===== src/include/trim_pkg.sv =====
// Package: constants and carrier types for the per-sample gain and offset trim block
package trim_pkg;

	// ------------------------------------------------------------------
	// Widths
	// ------------------------------------------------------------------
	localparam int ADDR_W      = 8;
	localparam int DATA_W      = 16;
	localparam int SAMPLE_W    = 14;
	localparam int GAIN_CODE_W = 5;
	localparam int OFFSET_W    = 10;
	localparam int FACTOR_W    = 16;
	localparam int FACTOR_FRAC = 14;
	localparam int TRIM_COUNT  = 4;

	// ------------------------------------------------------------------
	// Register offsets
	// ------------------------------------------------------------------
	localparam logic [ADDR_W-1:0] CTRL3_ADDR      = 8'h03;
	localparam logic [ADDR_W-1:0] CONV6_ODD_ADDR  = 8'h1b;
	localparam logic [ADDR_W-1:0] CONV6_EVEN_ADDR = 8'h1c;
	localparam logic [ADDR_W-1:0] CONV7_ODD_ADDR  = 8'h1d;
	localparam logic [ADDR_W-1:0] CONV7_EVEN_ADDR = 8'h1e;
	localparam logic [ADDR_W-1:0] SAT_STATUS_ADDR = 8'h3f;

	// ------------------------------------------------------------------
	// Field positions
	// ------------------------------------------------------------------
	localparam int GAIN_HI       = 15;
	localparam int GAIN_LO       = 11;
	localparam int RSVD_BIT      = 10;
	localparam int OFFSET_HI     = 9;
	localparam int OFFSET_LO     = 0;
	localparam int GAIN_EN_BIT   = 12;
	localparam int OFFSET_EN_BIT = 8;

	// ------------------------------------------------------------------
	// Reset values and arithmetic constants
	// ------------------------------------------------------------------
	localparam logic [DATA_W-1:0]          TRIM_RESET  = 16'h0000;
	localparam logic [DATA_W-1:0]          CTRL3_RESET = 16'h0000;
	localparam logic [DATA_W-1:0]          READ_ZERO   = 16'h0000;
	localparam logic [FACTOR_W-1:0]        GAIN_UNITY  = 16'h4000;
	localparam logic signed [SAMPLE_W-1:0] SAMPLE_MAX  = 14'sh1fff;
	localparam logic signed [SAMPLE_W-1:0] SAMPLE_MIN  = -14'sh2000;
	localparam logic signed [32:0]         ROUND_HALF  = 33'sh000002000;
	localparam int                         LANE_LATENCY = 1;

	// ------------------------------------------------------------------
	// Carrier types
	// ------------------------------------------------------------------
	typedef struct packed {
		logic                       valid;
		logic                       odd;
		logic signed [SAMPLE_W-1:0] data;
	} sample_type;

	typedef struct packed {
		logic [ADDR_W-1:0] addr;
		logic [DATA_W-1:0] wdata;
		logic              wr;
		logic              rd;
	} reg_bus_type;

	typedef struct packed {
		logic [FACTOR_W-1:0]        odd_factor;
		logic [FACTOR_W-1:0]        even_factor;
		logic signed [OFFSET_W-1:0] odd_offset;
		logic signed [OFFSET_W-1:0] even_offset;
		logic                       gain_en;
		logic                       offset_en;
	} trim_set_type;

endpackage


===== src/logic/trim_lane.sv =====
// Module: one converter lane applying odd/even offset and gain trim
`timescale 1ns/1ns
module trim_lane (
	input  wire logic                 sys_clk,
	input  wire logic                 arst_n,
	input  wire trim_pkg::sample_type   sample_in,
	input  wire trim_pkg::trim_set_type trim,
	output      trim_pkg::sample_type   sample_out,
	output      logic                   saturated
);
	import trim_pkg::*;

	typedef struct packed {
		sample_type out;
		logic       sat;
	} lane_state_type;

	lane_state_type state;
	lane_state_type next_state;

	// ------------------------------------------------------------------
	// Datapath: offset subtract, gain multiply, round, saturate
	// ------------------------------------------------------------------
	always_comb begin
		logic [FACTOR_W-1:0]        factor;
		logic signed [OFFSET_W-1:0] offset;
		logic signed [SAMPLE_W:0]   diff;
		logic signed [32:0]         prod;
		logic signed [32:0]         scaled;
		factor = trim.even_factor;
		offset = trim.even_offset;
		diff = '0;
		prod = '0;
		scaled = '0;
		next_state = state;
		next_state.sat = 1'b0;
		next_state.out.valid = sample_in.valid;
		// Odd samples take the odd setting, even the even one
		if (sample_in.odd) begin
			factor = trim.odd_factor;
			offset = trim.odd_offset;
		end
		// Disabled controls fall back to unity gain and zero offset
		if (!trim.gain_en) begin
			factor = GAIN_UNITY;
		end
		if (!trim.offset_en) begin
			offset = '0;
		end
		// Signed offset weighs one sample lsb
		diff = 15'(sample_in.data) - 15'(offset);
		prod = 33'(diff) * 33'($signed({1'b0, factor}));
		scaled = (prod + ROUND_HALF) >>> FACTOR_FRAC;
		if (sample_in.valid) begin
			next_state.out.odd = sample_in.odd;
			if (scaled > 33'(SAMPLE_MAX)) begin
				next_state.out.data = SAMPLE_MAX;
				next_state.sat = 1'b1;
			end else if (scaled < 33'(SAMPLE_MIN)) begin
				next_state.out.data = SAMPLE_MIN;
				next_state.sat = 1'b1;
			end else begin
				next_state.out.data = scaled[SAMPLE_W-1:0];
			end
		end
	end

	// ------------------------------------------------------------------
	// State register
	// ------------------------------------------------------------------
	always_ff @(posedge sys_clk or negedge arst_n) begin
		if (!arst_n) begin
			state <= '0;
		end else begin
			state <= next_state;
		end
	end

	assign sample_out = state.out;
	assign saturated  = state.sat;

endmodule


===== src/logic/per_sample_gain_offset_trim.sv =====
// Module: gain and offset trim for converters 6 and 7 with its register file
//
// Operation
// - Gain code in bits 15..11 gives gain of code times 0.2 dB.
// - Gain codes act only while gain-enable, control bit 12, is one.
// - Offset in bits 9..0 is subtracted while control bit 8 is one.
// - Offset is signed two's complement, one unit per 14-bit sample lsb.
// - Setting at 1Bh trims odd samples of converter 6.
// - Setting at 1Ch trims even samples of converter 6, independently.
// - Setting at 1Dh trims odd samples of converter 7.
// - Setting at 1Eh trims even samples of converter 7, independently.
`timescale 1ns/1ns
module per_sample_gain_offset_trim (
	input  wire logic                     sys_clk,
	input  wire logic                     arst_n,
	input  wire trim_pkg::reg_bus_type      bus,
	output      logic [trim_pkg::DATA_W-1:0] rd_data,
	input  wire trim_pkg::sample_type       conv6_in,
	input  wire trim_pkg::sample_type       conv7_in,
	output      trim_pkg::sample_type       conv6_out,
	output      trim_pkg::sample_type       conv7_out,
	output      logic                       gain_correction_enable,
	output      logic                       offset_correction_enable
);
	import trim_pkg::*;

	// ------------------------------------------------------------------
	// Register indices within the trim array
	// ------------------------------------------------------------------
	localparam int IDX_C6_ODD  = 0;
	localparam int IDX_C6_EVEN = 1;
	localparam int IDX_C7_ODD  = 2;
	localparam int IDX_C7_EVEN = 3;

	// ------------------------------------------------------------------
	// Whole block state
	// ------------------------------------------------------------------
	typedef struct packed {
		logic [TRIM_COUNT-1:0][DATA_W-1:0] trim;
		logic [DATA_W-1:0]                 ctrl3;
		logic [1:0]                        sat_flags;
		logic [DATA_W-1:0]                 rd_data;
	} block_state_type;

	block_state_type state;
	block_state_type next_state;

	trim_set_type conv6_trim;
	trim_set_type conv7_trim;
	logic         conv6_sat;
	logic         conv7_sat;

	// ------------------------------------------------------------------
	// Gain code to linear factor, 14 fraction bits, 10^(code/100)
	// ------------------------------------------------------------------
	function automatic logic [FACTOR_W-1:0] gain_factor(input logic [GAIN_CODE_W-1:0] code);
		logic [FACTOR_W-1:0] f;
		f = GAIN_UNITY;
		case (code)
			5'h00: f = 16'h4000;
			5'h01: f = 16'h417e;
			5'h02: f = 16'h4304;
			5'h03: f = 16'h4494;
			5'h04: f = 16'h462d;
			5'h05: f = 16'h47cf;
			5'h06: f = 16'h497b;
			5'h07: f = 16'h4b32;
			5'h08: f = 16'h4cf2;
			5'h09: f = 16'h4ebd;
			5'h0a: f = 16'h5092;
			5'h0b: f = 16'h5273;
			5'h0c: f = 16'h545f;
			5'h0d: f = 16'h5656;
			5'h0e: f = 16'h5858;
			5'h0f: f = 16'h5a67;
			5'h10: f = 16'h5c82;
			5'h11: f = 16'h5eaa;
			5'h12: f = 16'h60de;
			5'h13: f = 16'h6320;
			5'h14: f = 16'h656f;
			5'h15: f = 16'h67cc;
			5'h16: f = 16'h6a37;
			5'h17: f = 16'h6cb0;
			5'h18: f = 16'h6f38;
			5'h19: f = 16'h71d0;
			5'h1a: f = 16'h7476;
			5'h1b: f = 16'h772d;
			5'h1c: f = 16'h79f3;
			5'h1d: f = 16'h7cca;
			5'h1e: f = 16'h7fb2;
			5'h1f: f = 16'h82ac;
			default: f = GAIN_UNITY;
		endcase
		return f;
	endfunction

	// ------------------------------------------------------------------
	// Field extraction helpers
	// ------------------------------------------------------------------
	function automatic logic [GAIN_CODE_W-1:0] gain_code(input logic [DATA_W-1:0] word);
		return word[GAIN_HI:GAIN_LO];
	endfunction

	function automatic logic signed [OFFSET_W-1:0] offset_value(input logic [DATA_W-1:0] word);
		return $signed(word[OFFSET_HI:OFFSET_LO]);
	endfunction

	// ------------------------------------------------------------------
	// Named fields of the four trim words
	// ------------------------------------------------------------------
	logic [GAIN_CODE_W-1:0]     conv6_odd_gain_code;
	logic [GAIN_CODE_W-1:0]     conv6_even_gain_code;
	logic [GAIN_CODE_W-1:0]     conv7_odd_gain_code;
	logic [GAIN_CODE_W-1:0]     conv7_even_gain_code;
	logic signed [OFFSET_W-1:0] conv6_odd_offset_value;
	logic signed [OFFSET_W-1:0] conv6_even_offset_value;
	logic signed [OFFSET_W-1:0] conv7_odd_offset_value;
	logic signed [OFFSET_W-1:0] conv7_even_offset_value;

	// Gain code sits in 15..11, offset in 9..0; bit 10 feeds nothing
	assign conv6_odd_gain_code     = gain_code(state.trim[IDX_C6_ODD]);
	assign conv6_even_gain_code    = gain_code(state.trim[IDX_C6_EVEN]);
	assign conv7_odd_gain_code     = gain_code(state.trim[IDX_C7_ODD]);
	assign conv7_even_gain_code    = gain_code(state.trim[IDX_C7_EVEN]);
	assign conv6_odd_offset_value  = offset_value(state.trim[IDX_C6_ODD]);
	assign conv6_even_offset_value = offset_value(state.trim[IDX_C6_EVEN]);
	assign conv7_odd_offset_value  = offset_value(state.trim[IDX_C7_ODD]);
	assign conv7_even_offset_value = offset_value(state.trim[IDX_C7_EVEN]);

	// ------------------------------------------------------------------
	// Global enables from control register 3
	// ------------------------------------------------------------------
	assign gain_correction_enable   = state.ctrl3[GAIN_EN_BIT];
	assign offset_correction_enable = state.ctrl3[OFFSET_EN_BIT];

	// ------------------------------------------------------------------
	// Converter 6 settings: odd from 1Bh, even from 1Ch
	// ------------------------------------------------------------------
	always_comb begin
		conv6_trim             = '0;
		conv6_trim.odd_factor  = gain_factor(conv6_odd_gain_code);
		conv6_trim.odd_offset  = conv6_odd_offset_value;
		conv6_trim.even_factor = gain_factor(conv6_even_gain_code);
		conv6_trim.even_offset = conv6_even_offset_value;
		conv6_trim.gain_en     = gain_correction_enable;
		conv6_trim.offset_en   = offset_correction_enable;
	end

	// ------------------------------------------------------------------
	// Converter 7 settings: odd from 1Dh, even from 1Eh
	// ------------------------------------------------------------------
	always_comb begin
		conv7_trim             = '0;
		conv7_trim.odd_factor  = gain_factor(conv7_odd_gain_code);
		conv7_trim.odd_offset  = conv7_odd_offset_value;
		conv7_trim.even_factor = gain_factor(conv7_even_gain_code);
		conv7_trim.even_offset = conv7_even_offset_value;
		conv7_trim.gain_en     = gain_correction_enable;
		conv7_trim.offset_en   = offset_correction_enable;
	end

	// ------------------------------------------------------------------
	// Lanes
	// ------------------------------------------------------------------
	// Converter 6 datapath
	trim_lane conv6_lane (
		.sys_clk    (sys_clk),
		.arst_n     (arst_n),
		.sample_in  (conv6_in),
		.trim       (conv6_trim),
		.sample_out (conv6_out),
		.saturated  (conv6_sat)
	);

	// Converter 7 datapath
	trim_lane conv7_lane (
		.sys_clk    (sys_clk),
		.arst_n     (arst_n),
		.sample_in  (conv7_in),
		.trim       (conv7_trim),
		.sample_out (conv7_out),
		.saturated  (conv7_sat)
	);

	// ------------------------------------------------------------------
	// Register writes, read answer and saturation flags
	// ------------------------------------------------------------------
	always_comb begin
		next_state = state;
		next_state.rd_data = READ_ZERO;

		// Write decode; the word is stored as given, bit 10 included
		if (bus.wr) begin
			if (bus.addr == CTRL3_ADDR) begin
				next_state.ctrl3 = bus.wdata;
			end else if (bus.addr == CONV6_ODD_ADDR) begin
				next_state.trim[IDX_C6_ODD] = bus.wdata;
			end else if (bus.addr == CONV6_EVEN_ADDR) begin
				next_state.trim[IDX_C6_EVEN] = bus.wdata;
			end else if (bus.addr == CONV7_ODD_ADDR) begin
				next_state.trim[IDX_C7_ODD] = bus.wdata;
			end else if (bus.addr == CONV7_EVEN_ADDR) begin
				next_state.trim[IDX_C7_EVEN] = bus.wdata;
			end else if (bus.addr == SAT_STATUS_ADDR) begin
				// Write one to clear
				next_state.sat_flags = state.sat_flags & ~bus.wdata[1:0];
			end
		end

		// New saturation events win over a clear in the same cycle
		if (conv6_sat) begin
			next_state.sat_flags[0] = 1'b1;
		end
		if (conv7_sat) begin
			next_state.sat_flags[1] = 1'b1;
		end

		// Read decode; unmapped addresses answer zero
		if (bus.rd) begin
			if (bus.addr == CTRL3_ADDR) begin
				next_state.rd_data = state.ctrl3;
			end else if (bus.addr == CONV6_ODD_ADDR) begin
				next_state.rd_data = state.trim[IDX_C6_ODD];
			end else if (bus.addr == CONV6_EVEN_ADDR) begin
				next_state.rd_data = state.trim[IDX_C6_EVEN];
			end else if (bus.addr == CONV7_ODD_ADDR) begin
				next_state.rd_data = state.trim[IDX_C7_ODD];
			end else if (bus.addr == CONV7_EVEN_ADDR) begin
				next_state.rd_data = state.trim[IDX_C7_EVEN];
			end else if (bus.addr == SAT_STATUS_ADDR) begin
				next_state.rd_data = {14'h0000, state.sat_flags};
			end else begin
				next_state.rd_data = READ_ZERO;
			end
		end
	end

	// ------------------------------------------------------------------
	// State register
	// ------------------------------------------------------------------
	always_ff @(posedge sys_clk or negedge arst_n) begin
		if (!arst_n) begin
			state.trim      <= {TRIM_COUNT{TRIM_RESET}};
			state.ctrl3     <= CTRL3_RESET;
			state.sat_flags <= 2'h0;
			state.rd_data   <= READ_ZERO;
		end else begin
			state <= next_state;
		end
	end

	assign rd_data = state.rd_data;

endmodule


===== config.mk =====
export PLATFORM = sky130hd
export DESIGN_NAME = per_sample_gain_offset_trim
export DESIGN_NICKNAME = d
export VERILOG_FILES = /design/src/include/trim_pkg.sv /design/src/logic/trim_lane.sv /design/src/logic/per_sample_gain_offset_trim.sv
export SDC_FILE = /design/constraint.sdc
export NUM_CORES = 2
export LEC_CHECK = 0
export BUFFER_PORTS_ARGS = -buffer_cell sky130_fd_sc_hd__buf_4
export CAP_MARGIN = 10
export CORE_MARGIN = 5
export CORE_UTILIZATION = 65
export DETAILED_ROUTE_END_ITERATION = 8
export PLACE_DENSITY = 0.83
export SETUP_SLACK_MARGIN = 0.15
export SLEW_MARGIN = 15
export SYNTH_ARGS = -nofsm -noshare
export SYNTH_HDL_FRONTEND = slang
export SYNTH_SLANG_ARGS = --single-unit

===== constraint.sdc =====
create_clock -name sys_clk -period 13.05 [get_ports sys_clk]
set_clock_uncertainty 0.15 [all_clocks]
set_input_delay 1.305 -clock sys_clk [delete_from_list [all_inputs] [get_ports sys_clk]]
set_output_delay 1.305 -clock sys_clk [all_outputs]
set_load 0.005 [all_outputs]

; ---- Word-level counts from Yosys, hierarchy flattened
; Memories as Yosys holds them, arrays and structs flattened.
; Cells that the tools add are included.
[totals]
ff_bits = 132
rom_bits = 2048
in_bits = 60
out_inout_bits = 50
elab_cells = 95
mem_count = 4
[op_classes]
addsub = 4
multipliers = 2
magnitude_cmp = 4
eq_ne = 16
muxes = 32
bitwise_logic = 6
reduce_logical = 11
[mem_list]
columns = memory, words, word_bits, rd, rd_clocked_by_memory_dff, write_ports, line_no
row1 = (name not given), 32, 16, 1, 0, 0, per_sample_gain_offset_trim.sv:59  ; case (code)
row2 = (name not given), 32, 16, 1, 0, 0, per_sample_gain_offset_trim.sv:59
row3 = (name not given), 32, 16, 1, 0, 0, per_sample_gain_offset_trim.sv:59
row4 = (name not given), 32, 16, 1, 0, 0, per_sample_gain_offset_trim.sv:59
[op_table]
columns = operator, n
row1 = 16-bit 2-to-1 mux, 10
row2 = 32-bit by 15-bit adder with 33-bit output (second input constant), 2
row3 = 15-bit by 17-bit multiplier with 32-bit output, 2
row4 = 10-bit 2-to-1 mux, 4
row5 = 19-bit by 14-bit > comparator with 1-bit output (second input constant), 2
row6 = 19-bit by 14-bit less-than comparator with 1-bit output (second input constant), 2
row7 = 8-bit by 5-bit == test with 1-bit output (second input constant), 4
row8 = 15-bit 2-to-1 mux, 2
row9 = 14-bit by 10-bit subtractor with 15-bit output, 2
row10 = 14-bit 2-to-1 mux, 2
row11 = 2-bit by 1-bit inequality test with 1-bit output (second input constant), 10
row12 = 2-bit 2-to-1 mux, 8
row13 = 7-bit AND reduction, 2
row14 = 8-bit by 2-bit == test with 1-bit output (second input constant), 1
row15 = 8-bit by 6-bit == test with 1-bit output (second input constant), 1
row16 = 2-bit nonzero test, 4
row17 = 1-bit 2-to-1 mux, 6
row18 = 6-bit AND reduction, 1
row19 = 5-bit AND reduction, 1
row20 = 1-bit inverter, 4
row21 = 4-bit AND reduction, 1
row22 = 3-bit AND reduction, 1
row23 = 2-bit AND, 1
row24 = 2-bit inverter, 1
row25 = 2-bit AND reduction, 1

; ---- Depth between registers and ports, before layout
[logic_depth]
word_depth = 10
depth_mapped = 44
ltp_nobuf = 37

; ---- By module
; Synthesis repeated with hierarchy kept, for this count alone.
[unflattened]
cells_unflattened = 3179
area_unflattened_um2 = 27584.0
[modules_own_cells]
columns = mod, instances, cells_each, area_per_inst_um2, seq_area_each_um2
row1 = trim_lane at conv7_lane, 1, 1174, 10053.4, 425.4
row2 = trim_lane at conv6_lane, 1, 1162, 9954.5, 425.4
row3 = per_sample_gain_offset_trim, 1, 843, 7576.0, 2452.4

; ---- Worst setup path before layout
; No wires, ideal clock.
[synth_path]
kind = input-to-reg
start = input port conv7_in[14] in the netlist's numbering
end = register conv7_lane.state (netlist bit conv7_lane.sample_out[5])
setup_ps = 141
arrival_time_ps = 10798
required_time_ps = 12759
path_slack_ps = 1962
path_stages = 40
n_path_buf = 7
cell_sequence = clkbuf_1 -> clkbuf_1 -> buf_1 -> buf_1 -> mux2_2 -> nand2_1 -> ha_1 -> nor2b_1 -> o21ai_0 -> a21boi_0 -> o21a_1 -> o21a_1 -> o21ai_0 -> a21boi_0 -> o21a_1 -> o41a_1 -> xor2_1 -> clkbuf_1 -> (+4 left out) -> fa_1 -> fa_1 -> fa_1 -> inv_1 -> fa_1 -> inv_1 -> ha_1 -> clkbuf_1 -> a21o_1 -> a21o_1 -> a21o_1 -> a221oi_1 -> nand3_1 -> o311ai_1 -> nand4b_1 -> nand2_1 -> buf_2 -> o221ai_1
[synth_between]
elab_chain_cells = 8
elab_cells_between_ends = 11
classes_between = 2 x add/sub / 1 x mul / 2 x order compare / 6 x mux
[synth_rtl]
columns = element, line_no
row1 = "start, declared", per_sample_gain_offset_trim.sv:19  ; input wire trim_pkg::sample_type conv7_in,
row2 = 10-bit 2-to-1 mux, trim_lane.sv:39  ; if (sample_in.odd) begin
row3 = 10-bit 2-to-1 mux, trim_lane.sv:47  ; if (!trim.offset_en) begin
row4 = 14-bit by 10-bit subtractor with 15-bit output, trim_lane.sv:51  ; diff = 15'(sample_in.data) - 15'(offset);
row5 = 15-bit by 17-bit multiplier with 32-bit output (*), trim_lane.sv:52  ; prod = 33'(diff) * 33'($signed({1'b0, factor}));
row6 = 32-bit by 15-bit adder with 33-bit output (*), trim_lane.sv:53  ; scaled = (prod + ROUND_HALF) >>> FACTOR_FRAC;
row7 = 19-bit by 14-bit less-than comparator with 1-bit output, trim_lane.sv:59  ; end else if (scaled < 33'(SAMPLE_MIN)) begin
row8 = 14-bit 2-to-1 mux, trim_lane.sv:59
row9 = 15-bit 2-to-1 mux (*), trim_lane.sv:56  ; if (scaled > 33'(SAMPLE_MAX)) begin
row10 = "end signal, assigned", trim_lane.sv:75  ; state <= next_state;
row11 = "end, declared", trim_lane.sv:18  ; lane_state_type state;
; Every way passes the cells marked *; elsewhere a longest branch is shown, timed or not.
; A chain may end at the register's enable or synchronous reset.

; ---- Worst setup path in the final report
[layout_path]
start = input port conv7_in[14] in the netlist's numbering
end = register conv7_lane.state (netlist bit conv7_lane.sample_out[9])
; Same word-level chain as after synthesis.

==> results.sh <==
export IMPL_fillers=3256
export IMPL_clockRootBuffer="clkbuf_16"
export IMPL_crit_start="conv7_in[14]"
export IMPL_synth_seq_cells=132
export IMPL_vdd_ir_drop_worst_mv=0.162
export IMPL_hold_depth=1
export IMPL_drc=0
export IMPL_finalSetupViolCount=0
export IMPL_regToRegEndpoint="conv7_lane.sample_out[9]$_DFFE_PN0P_"
export IMPL_crit_buf_inv=4
export IMPL_fin_nets=3940
export IMPL_run_status="complete, no violations"
export IMPL_clock_sinks=132
export IMPL_drt_iter0_drc=2310
export IMPL_hpwl_mm=60.9
export IMPL_crit_slowest_cell="xor2_1"
export IMPL_grt_pass1_vias=24800
export IMPL_diodes=0
export IMPL_synth_area_top_cells="fa_1 26%, ha_1 14%, dfrtp_1 12%"
export IMPL_grt_max_degree=90
export IMPL_cts_resized_gates=0
export IMPL_htree_levels=4
export IMPL_antenna_found_initial=0
export IMPL_routedWlPerCell_um=20.5
export IMPL_crit_end="conv7_lane.sample_out[9]$_DFFE_PN0P_"
export IMPL_worst_slew_pin_slew_ns=1.28
export IMPL_cts_tree="built"
export IMPL_syn_num_nets=3954
export IMPL_slowest_delay_ns=0.69
export IMPL_io_pin_count=110
export IMPL_start_util=0.658
export IMPL_cap_violations=0
export IMPL_drt_total_wl_mm=77.4
export IMPL_cp_max_fo=43
export IMPL_fin_tns_setup_ns=0
export IMPL_synth_seq_area_share=0.120
export IMPL_gp_congestion=0.957
export IMPL_slew_headroom=0.146
export IMPL_post_place_cells=3736
export IMPL_mostFrequentLayoutCells="464 x inv_1, 444 x nand2_1, 364 x fa_1"
export IMPL_cp_top_family="adder cells"
export IMPL_clkLatencyLatePin_ns=0.46
export IMPL_slew_viol_final=0
export IMPL_finalHoldViolCount=0
export IMPL_hold_ws_ns=0.345
export IMPL_synth_async_reset_ratio=1.00
export IMPL_worstHoldPathType="reg2reg"
export IMPL_endpoint_kind="flop"
export IMPL_dieArea_mm2=0.0467
export IMPL_worstSetupPathDepth=34
export IMPL_synth_edf_count=0
export IMPL_syn_inst=3230
export IMPL_cts_buffer_depth=2
export IMPL_synth_top_cell_area_share=0.264
export IMPL_finalPower_uw=2100
export IMPL_postLayoutCoreUtil=0.698
export IMPL_r2r_slack_ns=2.18
export IMPL_worstReg2RegStart="offset_correction_enable$_DFFE_PN0P_"
export IMPL_fp_dieW_um=216
export IMPL_ctsHoldBuffers=0
export IMPL_core_area_mm2=0.0419
export IMPL_synth_compound_area_frac=0.141
export IMPL_rsz0062_at_grt="false"
export IMPL_power_density_mw_per_mm2=71.8
export IMPL_critPathMostFrequentCell="fa_1"
export IMPL_row_count=75
export IMPL_syn_area_mm2=0.0276
export IMPL_first_pass_iters=9
export IMPL_yosysUniqueCellTypes=99
export IMPL_clkTransAtPathRegs_ns=0.06
export IMPL_synth_ff_type="dfrtp_1"
export IMPL_synth_area_leader_cell="fa_1"
export IMPL_vias=23600
export IMPL_vias_per_cell=6.27
export IMPL_grt_pass1_wl_mm=127
export IMPL_worstPathRequired_ns=13.25
export IMPL_cp_arrival_ns=11.60
export IMPL_fmax_mhz=87.7
export IMPL_syn2layout_area_growth_pct=6.13
export IMPL_synthMuxAreaShare=0.0546
export IMPL_path_class="in2reg"
export IMPL_ant_nets=0
export IMPL_synth_top_family_by_area="adder cells"
export IMPL_fp_dieH_um=216
export IMPL_synth_adder_area_share=0.400
export IMPL_portBuffers=109
export IMPL_numCtsBuffers=17
export IMPL_leakagePower_uw=0.0147
export IMPL_crit_path_start_kind="input port"
export IMPL_synth_area_per_cell_um2=8.54
export IMPL_cts_setup_buffers=0
export IMPL_yosys_warnings=0
export IMPL_final_period_utilization=0.874
export IMPL_final_cells=3768
export IMPL_ff2ff_path_depth=32
export IMPL_final_common_cell="inv_1"
export IMPL_grt_overflow_total=0
export IMPL_drive_above_1_share=0.106
export IMPL_synth_xor_area_share=0.0235
export IMPL_fin_crit_ns=11.40
export IMPL_synthSimpleGateAreaFrac=0.168
export IMPL_grt_use_total=0.336
[per-layer routing]
layer | vias to the layer above | global-route usage | wire length (um)
li1 | 10500 | - | -
met4 | 0 | 0.197 | 5360
met2 | 1185 | 0.561 | 37000
met5 | - | 0 | 0
met1 | 11600 | 0.413 | 28900
met3 | 335 | 0.0591 | 6140
[cell families after synthesis]
family                   Yosys count
AND/OR/NAND/NOR                 1002
adder cells (fa/ha/maj)          664
buffers and inverters            651
AO/OA/AOI/OAI                    577
multiplexers                     132
flip-flops                       132
XOR/XNOR                          72
[state kept, by name, indices dropped and copies added (netlist names)]
name	count
conv6_even_gain_code	5
conv6_even_offset_value	10
conv6_lane.sample_out	16
conv6_lane.saturated	1
conv6_odd_gain_code	5
conv6_odd_offset_value	10
conv7_even_gain_code	5
conv7_even_offset_value	10
conv7_lane.sample_out	16
conv7_lane.saturated	1
conv7_odd_gain_code	5
conv7_odd_offset_value	10
gain_correction_enable	1
offset_correction_enable	1
rd_data	16
state	20
[cell usage after synthesis, drive strengths merged (5+ instances only)]
master and n:
a21o 42, xor2 32, nor2 203, nor3b 6, buf 50, o21ai 123, nand3 38, mux4 5
a211oi 38, or3 12, a211o 8, a31oi 28, mux2i 28, o21a 20, a21oi 133, fa 364
a311oi 8, dfrtp 132, nand2 446, mux2 99, nor2b 29, inv 466, o221ai 8, nand2b 56
xnor2 40, o31ai 10, o22ai 10, nand4 13, a22oi 16, a2111oi 6, a221oi 5, nor3 30
o311ai 8, a21boi 24, o32ai 5, o21bai 12, or2 18, and2 107, and3 25, o211ai 30
ha 300, clkbuf 133
[worst min path at each step]
stage	startpoint	to
final	state[16]$_DFFE_PN0P_	state[16]$_DFFE_PN0P_
after global routing	state[16]$_DFFE_PN0P_	state[16]$_DFFE_PN0P_
after CTS	state[16]$_DFFE_PN0P_	state[16]$_DFFE_PN0P_
after detailed placement	state[16]$_DFFE_PN0P_	state[16]$_DFFE_PN0P_
after global placement	state[16]$_DFFE_PN0P_	state[16]$_DFFE_PN0P_
after floorplan	conv6_lane.saturated$_DFF_PN0_	state[16]$_DFFE_PN0P_
[layout make-up]
cell class | count | area [um^2] | area share
inverters | 468 | 1760 | 0.0600
well taps | 539 | 674 | 0.0230
repair buffers | 150 | 1130 | 0.0386
clock inverters | 15 | 200 | 0.00684
multi-input cells | 2447 | 21800 | 0.744
clock buffers | 17 | 425 | 0.0145
flip-flops and latches | 132 | 3300 | 0.113
[power breakdown]
part	internal, uW	leakage (uW)	total, uW	switching [uW]
combinational	424	0.0127	1090	663
sequential	448	0.00171	491	43.3
clock	295	0.000307	523	229
[per-stage QoR]
step / setup slack, ns / instance area, um^2
6_report: 1.65 / 29300
5_1_grt: 1.07 / 29300
4_1_cts: 1.87 / 29300
3_5_place_dp: 1.39 / 28600
3_3_place_gp: 1.78 / 28600
2_1_floorplan: 1.96 / 27600
No activity file was read; power rests on OpenSTA's default activity.
